--- src/hdl/sar_ctl_pkg.sv ---
// constants and types shared by the converter control block
package sar_ctl_pkg;
    localparam int unsigned CLK_MHZ = 200;
    localparam int unsigned RES_BITS = 12;
    // nanosecond figures
    localparam int unsigned CONVERT_START_N_TIME_NS = 12000;
    localparam int unsigned DONE_TO_READY_NS = 90;
    localparam int unsigned FIRST_EDGE_NS = 2000;
    localparam int unsigned SCLK_HALF_NS = 355;
    localparam int unsigned UPDATE_LEAD_NS = 50;
    // cycle counts derived from the rate
    localparam int unsigned CONVERT_START_N_CYC = CONVERT_START_N_TIME_NS * CLK_MHZ / 1000;
    localparam int unsigned READY_CYC = DONE_TO_READY_NS * CLK_MHZ / 1000;
    localparam int unsigned FIRST_CYC = FIRST_EDGE_NS * CLK_MHZ / 1000;
    localparam int unsigned HALF_CYC = SCLK_HALF_NS * CLK_MHZ / 1000;
    localparam int unsigned LEAD_CYC = UPDATE_LEAD_NS * CLK_MHZ / 1000;
    localparam int unsigned FIFO_DEPTH = 8;
    localparam logic [11:0] CODE_RESET = 12'h000;
    typedef enum logic [1:0] {IDLE, CONVERT, SETTLE} convert_start_n_state_t;
endpackage

--- src/hdl/result_fifo.sv ---
// small first-in first-out buffer with valid/ready on both sides
`default_nettype none
module result_fifo #(
    parameter int WIDTH = 12,
    parameter int DEPTH = 8
) (
    input wire logic clk,
    input wire logic rst_b,
    input wire logic inValid,
    output logic inReady,
    input wire logic [WIDTH-1:0] inData,
    output logic outValid,
    input wire logic outReady,
    output logic [WIDTH-1:0] outData
);
    localparam int AW = $clog2(DEPTH);
    typedef struct packed {
        logic [AW:0] wr;
        logic [AW:0] rd;
    } fifo_state_t;
    fifo_state_t st_r, st_nxt;
    logic [WIDTH-1:0] mem [DEPTH];
    logic full, empty;

    // pointer carry bit separates full from empty
    assign empty = st_r.wr == st_r.rd;
    assign full = (st_r.wr[AW-1:0] == st_r.rd[AW-1:0]) && (st_r.wr[AW] != st_r.rd[AW]);
    assign inReady = !full;
    assign outValid = !empty;
    assign outData = mem[st_r.rd[AW-1:0]];

    always_comb begin
        st_nxt = st_r;
        if (inValid && !full) begin
            st_nxt.wr = st_r.wr + 1'b1;
        end
        if (outReady && !empty) begin
            st_nxt.rd = st_r.rd + 1'b1;
        end
    end

    always_ff @(posedge clk) begin
        if (!rst_b) begin
            st_r <= '0;
        end else begin
            st_r <= st_nxt;
        end
        if (inValid && !full) begin
            mem[st_r.wr[AW-1:0]] <= inData;
        end
    end
endmodule
`default_nettype wire

--- src/hdl/sar_convert_start_n_serial.sv ---
// conversion timing, result transfer and serial readout of a 12-bit sampling converter
`default_nettype none
module sar_convert_start_n_serial
    import sar_ctl_pkg::*;
(
    input wire logic clk,
    input wire logic rst_b,
    input wire logic convertStart_n,
    input wire logic chipSelect_n,
    input wire logic clockSourceSelect,
    input wire logic [11:0] sampleCode,
    input wire logic sampleValid,
    output logic sampleReady,
    output logic serialBitClockOut,
    output logic serialBitClockOe,
    input wire logic serialBitClockIn,
    output logic serialData,
    output logic serialDataOe,
    output logic busy_n,
    output logic busyOe,
    output logic sampleHold
);
    typedef struct packed {
        logic [1:0] convSync;
        logic [1:0] csSync;
        logic [1:0] selSync;
        logic [1:0] sclkSync;
        logic convPrev;
        logic sclkPrev;
        convert_start_n_state_t state;
        logic [15:0] timer;
        logic [11:0] work;
        logic [11:0] shifter;
        logic [4:0] bitCnt;
        logic [9:0] sclkTimer;
        logic sclkLevel;
        logic dataBit;
        logic txActive;
        logic blocked;
        logic busyLow;
    } ctl_state_t;
    ctl_state_t st_r, st_nxt;
    logic fifoValid;
    logic [11:0] fifoData;
    logic fifoPop;
    logic convFall;
    logic extMode;
    logic extRise;
    logic extFall;

    // every output enable follows the synchronised chip select the same way
    function automatic logic pin_enable(input logic deselected);
        return !deselected;
    endfunction

    // a host clock counts as active only while high and gated in by chip select
    function automatic logic clock_active(input logic sclkHigh, input logic deselected);
        return sclkHigh && !deselected;
    endfunction

    // hazards worth knowing before touching the timing below:
    // the convert pin is only watched in idle, so a second fall mid-conversion is lost
    // the update of the shifter is the one moment a host clock can corrupt a result;
    // rather than shift garbage, the new result is dropped and the old word kept
    // the internal frame may outlive the conversion timer, so settle waits for it

    // the result queue decouples the analog core from the conversion timing
    result_fifo #(.WIDTH(RES_BITS), .DEPTH(FIFO_DEPTH)) u_fifo (
        .clk(clk),
        .rst_b(rst_b),
        .inValid(sampleValid),
        .inReady(sampleReady),
        .inData(sampleCode),
        .outValid(fifoValid),
        .outReady(fifoPop),
        .outData(fifoData)
    );

    // edges are taken only from the second synchroniser stage
    assign convFall = st_r.convPrev && !st_r.convSync[1];
    assign extMode = st_r.selSync[1];
    assign extRise = !st_r.sclkPrev && st_r.sclkSync[1] && !st_r.csSync[1];
    assign extFall = st_r.sclkPrev && !st_r.sclkSync[1] && !st_r.csSync[1];
    // one code taken per conversion, at its start
    assign fifoPop = (st_r.state == IDLE) && convFall;

    always_comb begin
        st_nxt = st_r;
        st_nxt.convSync = {st_r.convSync[0], convertStart_n};
        st_nxt.csSync = {st_r.csSync[0], chipSelect_n};
        st_nxt.selSync = {st_r.selSync[0], clockSourceSelect};
        st_nxt.sclkSync = {st_r.sclkSync[0], serialBitClockIn};
        st_nxt.convPrev = st_r.convSync[1];
        st_nxt.sclkPrev = st_r.sclkSync[1];
        case (st_r.state)
            IDLE: begin
                // chip select plays no part here
                if (convFall) begin
                    st_nxt.state = CONVERT;
                    st_nxt.timer = 16'(CONVERT_START_N_CYC);
                    st_nxt.busyLow = 1'b1;
                    st_nxt.blocked = 1'b0;
                    // a missing code converts as zero
                    st_nxt.work = fifoValid ? fifoData : CODE_RESET;
                    if (!extMode) begin
                        st_nxt.txActive = 1'b1;
                        st_nxt.bitCnt = 5'd0;
                        st_nxt.sclkTimer = 10'(FIRST_CYC);
                        st_nxt.sclkLevel = 1'b0;
                        st_nxt.dataBit = st_r.shifter[11];
                    end
                end
            end
            CONVERT: begin
                // convert start is not looked at in this state
                st_nxt.timer = st_r.timer - 16'd1;
                // host clock active near the update spoils it
                if (extMode && st_r.timer <= 16'(LEAD_CYC)
                        && clock_active(st_r.sclkSync[1], st_r.csSync[1])) begin
                    st_nxt.blocked = 1'b1;
                end
                if (st_r.timer == 16'd1) begin
                    st_nxt.state = SETTLE;
                    st_nxt.timer = 16'(READY_CYC);
                end
            end
            SETTLE: begin
                st_nxt.timer = st_r.timer - 16'd1;
                // the update lands at the end of settle, so a host clock here spoils it too
                if (extMode && clock_active(st_r.sclkSync[1], st_r.csSync[1])) begin
                    st_nxt.blocked = 1'b1;
                end
                if (st_r.timer == 16'd1 && !st_r.txActive) begin
                    // copy on the same edge that busy returns high
                    if (!st_r.blocked) begin
                        st_nxt.shifter = st_r.work;
                    end
                    st_nxt.state = IDLE;
                    st_nxt.busyLow = 1'b0;
                end else if (st_r.timer == 16'd1) begin
                    st_nxt.timer = 16'd1; // wait for transmission to end
                end
            end
            default: st_nxt.state = IDLE;
        endcase
        // internal clock: exactly twelve pulses, data changes only on falling edge
        if (st_r.txActive) begin
            if (st_r.sclkTimer != 10'd0) begin
                st_nxt.sclkTimer = st_r.sclkTimer - 10'd1;
            end else if (!st_r.sclkLevel) begin
                st_nxt.sclkLevel = 1'b1;
                st_nxt.sclkTimer = 10'(HALF_CYC - 1);
            end else begin
                st_nxt.sclkLevel = 1'b0;
                st_nxt.sclkTimer = 10'(HALF_CYC - 1);
                st_nxt.bitCnt = st_r.bitCnt + 5'd1;
                if (st_r.bitCnt == 5'(RES_BITS - 1)) begin
                    st_nxt.txActive = 1'b0;
                    st_nxt.dataBit = 1'b0;
                end else begin
                    st_nxt.dataBit = st_r.shifter[10 - st_r.bitCnt[3:0]];
                end
            end
        end
        // external clock: rising edge presents next bit, host samples on falling
        if (extMode && extRise && !st_r.txActive) begin
            st_nxt.dataBit = st_r.shifter[11];
            st_nxt.shifter = {st_r.shifter[10:0], 1'b0};
        end
        if (extMode && extFall) begin
            st_nxt.dataBit = st_r.dataBit;
        end
    end

    always_ff @(posedge clk) begin
        if (!rst_b) begin
            st_r <= '0;
            st_r.convSync <= 2'h3;
            st_r.csSync <= 2'h3;
            st_r.convPrev <= 1'b1;
            st_r.state <= IDLE;
        end else begin
            st_r <= st_nxt;
        end
    end

    // outputs released while deselected
    assign serialData = st_r.dataBit;
    assign serialDataOe = pin_enable(st_r.csSync[1]);
    assign busy_n = !st_r.busyLow;
    assign busyOe = pin_enable(st_r.csSync[1]);
    assign serialBitClockOut = st_r.sclkLevel;
    // the pin is only ours when the internal clock is selected
    assign serialBitClockOe = pin_enable(st_r.csSync[1]) && !extMode;
    assign sampleHold = st_r.state != IDLE;

    // busy low whole time internal bits move
    a_busy_frame: assert property (
        @(posedge clk) disable iff (!rst_b)
        st_r.txActive |-> st_r.busyLow
    ) else $error("busy high during transmission");

    // start ignored while converting
    a_start_ignored: assert property (
        @(posedge clk) disable iff (!rst_b)
        (st_r.state == CONVERT && convFall && st_r.timer > 16'd2) |=> st_r.state == CONVERT
    ) else $error("conversion restarted");

    // busy falls the cycle after the synchronised edge
    a_busy_fall: assert property (
        @(posedge clk) disable iff (!rst_b)
        (st_r.state == IDLE && convFall) |=> !busy_n
    ) else $error("busy did not fall");

    // clock idle low outside transmission
    a_clock_idle: assert property (
        @(posedge clk) disable iff (!rst_b)
        !st_r.txActive |-> !st_r.sclkLevel
    ) else $error("clock not idle");

    // chip select high releases every output
    a_enable_off: assert property (
        @(posedge clk) disable iff (!rst_b)
        st_r.csSync[1] |-> !(serialDataOe || busyOe || serialBitClockOe)
    ) else $error("output enabled while deselected");

    // a data bit never moves on the rising edge of the internal clock
    a_bit_stable: assert property (
        @(posedge clk) disable iff (!rst_b)
        (st_r.txActive && $rose(st_r.sclkLevel)) |-> $stable(st_r.dataBit)
    ) else $error("data changed on rising clock");

    // the pulse counter never passes the word length
    a_bit_range: assert property (
        @(posedge clk) disable iff (!rst_b)
        st_r.txActive |-> st_r.bitCnt < 5'(RES_BITS)
    ) else $error("too many clock pulses");

    // a clean update copies the working word into the shifter
    a_update_copy: assert property (
        @(posedge clk) disable iff (!rst_b)
        (st_r.state == SETTLE && st_r.timer == 16'd1 && !st_r.txActive && !st_r.blocked
            && !(extMode && extRise)) |=> st_r.shifter == $past(st_r.work)
    ) else $error("result not copied");

    // a spoiled update leaves the old shifter contents
    a_update_keep: assert property (
        @(posedge clk) disable iff (!rst_b)
        (st_r.state == SETTLE && st_r.timer == 16'd1 && !st_r.txActive && st_r.blocked
            && !(extMode && extRise)) |=> $stable(st_r.shifter)
    ) else $error("spoiled result overwrote shifter");

    // busy returns high on the same edge as the update
    a_busy_rise: assert property (
        @(posedge clk) disable iff (!rst_b)
        (st_r.state == SETTLE && st_r.timer == 16'd1 && !st_r.txActive) |=> busy_n
    ) else $error("busy did not rise");

    // the sample stays held exactly while busy is low
    a_hold_busy: assert property (
        @(posedge clk) disable iff (!rst_b)
        sampleHold == st_r.busyLow
    ) else $error("hold and busy disagree");

    // an internal frame starts with the first edge delay loaded
    a_first_edge: assert property (
        @(posedge clk) disable iff (!rst_b)
        (st_r.state == IDLE && convFall && !extMode)
            |=> st_r.txActive && st_r.sclkTimer == 10'(FIRST_CYC)
    ) else $error("frame not started");
endmodule
`default_nettype wire

--- config.mk ---
export PLATFORM = sky130hd
export DESIGN_NAME = sar_convert_start_n_serial
export DESIGN_NICKNAME = d
export VERILOG_FILES = /design/src/hdl/sar_ctl_pkg.sv /design/src/hdl/result_fifo.sv /design/src/hdl/sar_convert_start_n_serial.sv
export SDC_FILE = /design/constraint.sdc
export NUM_CORES = 1
export LEC_CHECK = 0
export BUFFER_PORTS_ARGS = -buffer_cell sky130_fd_sc_hd__buf_2
export CORE_ASPECT_RATIO = 0.7
export CORE_MARGIN = 10
export CORE_UTILIZATION = 45
export CTS_BUF_LIST = sky130_fd_sc_hd__clkbuf_4 sky130_fd_sc_hd__clkbuf_8 sky130_fd_sc_hd__clkbuf_16
export CTS_CLUSTER_SIZE = 20
export DETAILED_ROUTE_END_ITERATION = 16
export GPL_ROUTABILITY_DRIVEN = 0
export RECOVER_POWER = 25
export SLEW_MARGIN = 20
export SYNTH_ARGS = -nofsm -noshare
export SYNTH_HDL_FRONTEND = slang
export SYNTH_SLANG_ARGS = --single-unit
--- constraint.sdc ---
create_clock -name clk -period 5.1 [get_ports clk]
set_input_delay 0.765 -clock clk [delete_from_list [all_inputs] [get_ports clk]]
set_output_delay 0.765 -clock clk [all_outputs]
set_load 0.01 [all_outputs]
==> impl_metrics.env <==
export IMPL_outcome="finished clean"
export IMPL_synth_edf_count=96
export IMPL_tightestPinTransition_ns=1.05
export IMPL_synth_distinct_cells=71
export IMPL_clock_sinks=179
export IMPL_clk_pin_slew_ns=0.07
export IMPL_crit_arrival_ns=3.24
export IMPL_htree_levels=4
export IMPL_max_cap_viol_count=0
export IMPL_cts_hold_buffers_added=0
export IMPL_drv_slew=0
export IMPL_cts_root_buf="clkbuf_16"
export IMPL_first_global_vias=4863
export IMPL_rows=40
export IMPL_post_place_ws_ns=2.06
export IMPL_area_growth_pct=10.8
export IMPL_path_cells="ha_1 -> nor4b_1 -> nand4_1 -> nor4_4 -> mux2i_1 -> a21oi_1"
export IMPL_initial_core_util=0.455
export IMPL_critPathRequiredTime_ns=5.38
export IMPL_netlist_area_sq_um=7740
export IMPL_rsz0062_at_grt="no"
export IMPL_setup_violations=0
export IMPL_drtIter0Drc=424
export IMPL_peakVddDrop_uv=173
export IMPL_die_area_sq_um=22900
export IMPL_dr_wl_met3_microns=595
export IMPL_period_needed_ns=2.96
export IMPL_wl_met1_microns=7650
export IMPL_worst_skew_pair_late_latency_ns=0.43
export IMPL_cts_tree="yes"
export IMPL_die_width_microns=177
export IMPL_period_share=0.580
export IMPL_ys_seq_area_frac=0.587
export IMPL_vias=4909
export IMPL_hp_class="flop to flop"
export IMPL_worstSetupEndpointType="flop"
export IMPL_antenna_found_initial=0
export IMPL_synth_net_count=658
export IMPL_nets=671
export IMPL_wl_per_cell_microns=17.7
export IMPL_maxUsedRoutingLayer="met4"
export IMPL_core_sq_um=17000
export IMPL_worstReg2RegStart="st_r[44]$_SDFFE_PN0P_"
export IMPL_drive_above_1_share=0.155
export IMPL_synthArstFlopShare=0
export IMPL_gr_usage_all_layers=0.142
export IMPL_clk_path_buf_depth=2
export IMPL_overflow=0
export IMPL_synth_cells=627
export IMPL_wl_microns=15600
export IMPL_min_from="st_nxt[71]$_SDFF_PN1_"
export IMPL_drtAntennaViolNets=0
export IMPL_ios=27
export IMPL_hold_viol=0
export IMPL_numPortBuffers=26
export IMPL_dpl_hpwl_microns=10400
export IMPL_cts_resized_gates=0
export IMPL_yosysWarnings=0
export IMPL_hold_depth=1
export IMPL_antenna_cells=0
export IMPL_grt_pass1_wl_microns=25800
export IMPL_avgSynthCellArea_sq_um=12.3
export IMPL_skew_ns=0.00943
export IMPL_drc=0
export IMPL_dr_pass1_iters=4
export IMPL_slew_headroom=0.296
export IMPL_cts_setup_buffers=0
export IMPL_synthFlopType="edfxtp_1"
export IMPL_fmax_mhz=338
export IMPL_grt_max_degree=45
export IMPL_ys_ff_latch=179
export IMPL_worstRegToRegCells=6
export IMPL_hold_end="st_nxt[63]$_SDFF_PN1_"
export IMPL_slowest_stage="nor4_4"
export IMPL_worst_path_largest_cell_delay_ns=0.90
export IMPL_worst_slack_ns=2.14
export IMPL_p_leak_nw=2.82
export IMPL_p_per_area_nw_per_um2=356
export IMPL_wl_met2_microns=7230
export IMPL_crit_type="flop to flop"
export IMPL_dieHeight_microns=130
export IMPL_crit_path_max_fanout=12
export IMPL_reg2reg_slack_ns=2.14
export IMPL_via_per_inst=5.55
export IMPL_setup_tns_ns=0
export IMPL_r2r_end="st_r[29]$_SDFFE_PN0P_"
export IMPL_cts_buffers=17
export IMPL_startpoint_type="flop"
[flip-flops by register name (all words and copies together), names as in the netlist, named ones only]
| signal | flops |
|---|---|
| u_fifo.mem | 96 |
| serialBitClockOut | 1 |
| serialData | 1 |
| st_r | 63 |
| extMode | 1 |
| st_nxt | 6 |
| u_fifo.st_r | 8 |
[logic make-up after synthesis]
family | count (synthesis) | share of synthesized area
compound gates | 115 | 0.0913
xor+xnor | 19 | 0.0215
fa+ha+maj | 12 | 0.0194
buf+inv | 55 | 0.0312
flops | 179 | 0.587
mux | 56 | 0.116
simple gates | 191 | 0.133
[synthesized netlist by cell type, types with 5 or more instances]
cell / instances / area (sq um)
dfxtp_1: 83 / 1660
nor4_1: 11 / 68.8
and2_1: 7 / 43.8
a21oi_1: 50 / 250
mux4_2: 27 / 608
o21ai_0: 27 / 135
nand2b_1: 10 / 62.6
nor3_1: 12 / 60.1
edfxtp_1: 96 / 2880
nor2_1: 71 / 267
mux2i_1: 29 / 290
nand2_1: 22 / 82.6
clkbuf_1: 23 / 86.3
nand3_1: 13 / 65.1
or3_1: 5 / 31.3
ha_1: 12 / 150
a21o_1: 5 / 37.5
nand4_1: 5 / 31.3
xnor2_1: 15 / 131
inv_1: 19 / 71.3
or4_1: 5 / 37.5
[metrics by stage]
| step | std cells | power, mW | cell area (sq um) | utilization | hold slack (ns) |
|---|---|---|---|---|---|
| after floorplan | 627 | 1.79 | 7740 | - | 0.386 |
| after CTS | 884 | 3.08 | 8570 | 0.504 | 0.409 |
| final | 884 | 3.06 | 8570 | 0.504 | 0.406 |
| after global routing | 884 | 3.18 | 8570 | 0.504 | 0.419 |
| after detailed placement | 852 | 1.86 | 8020 | 0.471 | 0.392 |
| after global placement | 852 | 1.85 | 8020 | 0.471 | 0.391 |
[per-layer routing]
metal,global-route usage,vias up
met5,0,-
met4,0.0493,0
met3,0.0335,12
met2,0.218,99
met1,0.194,2424
li1,-,2374
[power breakdown]
group / total, mW / internal, mW / switching, mW / leakage, nW
clock: 1.23 / 0.644 / 0.587 / 0.265
sequential: 1.60 / 1.56 / 0.0356 / 1.55
combinational: 0.227 / 0.0898 / 0.137 / 1.01
total: 3.06 / 2.30 / 0.760 / 2.82
[area by class of cell]
class                   count  area, sq um
fillers                  1481         8440
flip-flops and latches    179         4550
multi-input cells         393         2980
clock buffers              18          433
well taps                 231          289
repair buffers             28          133
clock inverters            14          118
inverters                  21         78.8
[worst max-delay path: cells and delay by family, from the launching register on]
family	cells	cell delay, ns
and+or+nand+nor	3	1.82
DFF	1	0.42
muxes	1	0.30
adders and majority gates	1	0.17
AOI/OAI and AO/OA	1	0.09
[placed cells by master, fill, tap and decap left out, drive strengths merged, types with 3 or more instances in the layout]
cell type  instances
nor3              12
mux2i             29
o211ai             3
or4                7
a41oi              4
clkinv             5
xor2               4
nand3             13
nand2             22
o21ai             27
xnor2             15
a21oi             50
nand2b            10
inv               27
nor4b              4
a21o               6
clkinvlp           3
buf               18
mux4              27
nor2b              4
clkbuf            28
and2               8
or3                5
nand3b             4
nand4              5
edfxtp            96
dfxtp             83
nor2              71
nor4              14
ha                12
[how the worst max path moves through the flow]
stage                                            from                          to  slack [ns]  depth (start not counted)
after floorplan                           sampleValid  u_fifo.mem[0][0]$_DFFE_PP_        2.45                          4
after global placement                    sampleValid  u_fifo.mem[1][2]$_DFFE_PP_        2.17                          5
after detailed placement                  sampleValid  u_fifo.mem[3][3]$_DFFE_PP_        2.06                          5
after CTS                 u_fifo.st_r[4]$_SDFFE_PN0P_  u_fifo.mem[3][2]$_DFFE_PP_        2.14                          4
after global routing            st_r[45]$_SDFFE_PN0P_       st_r[29]$_SDFFE_PN0P_        1.93                          7
final                           st_r[44]$_SDFFE_PN0P_       st_r[29]$_SDFFE_PN0P_        2.14                          6
(Power assumes the default switching activity.)
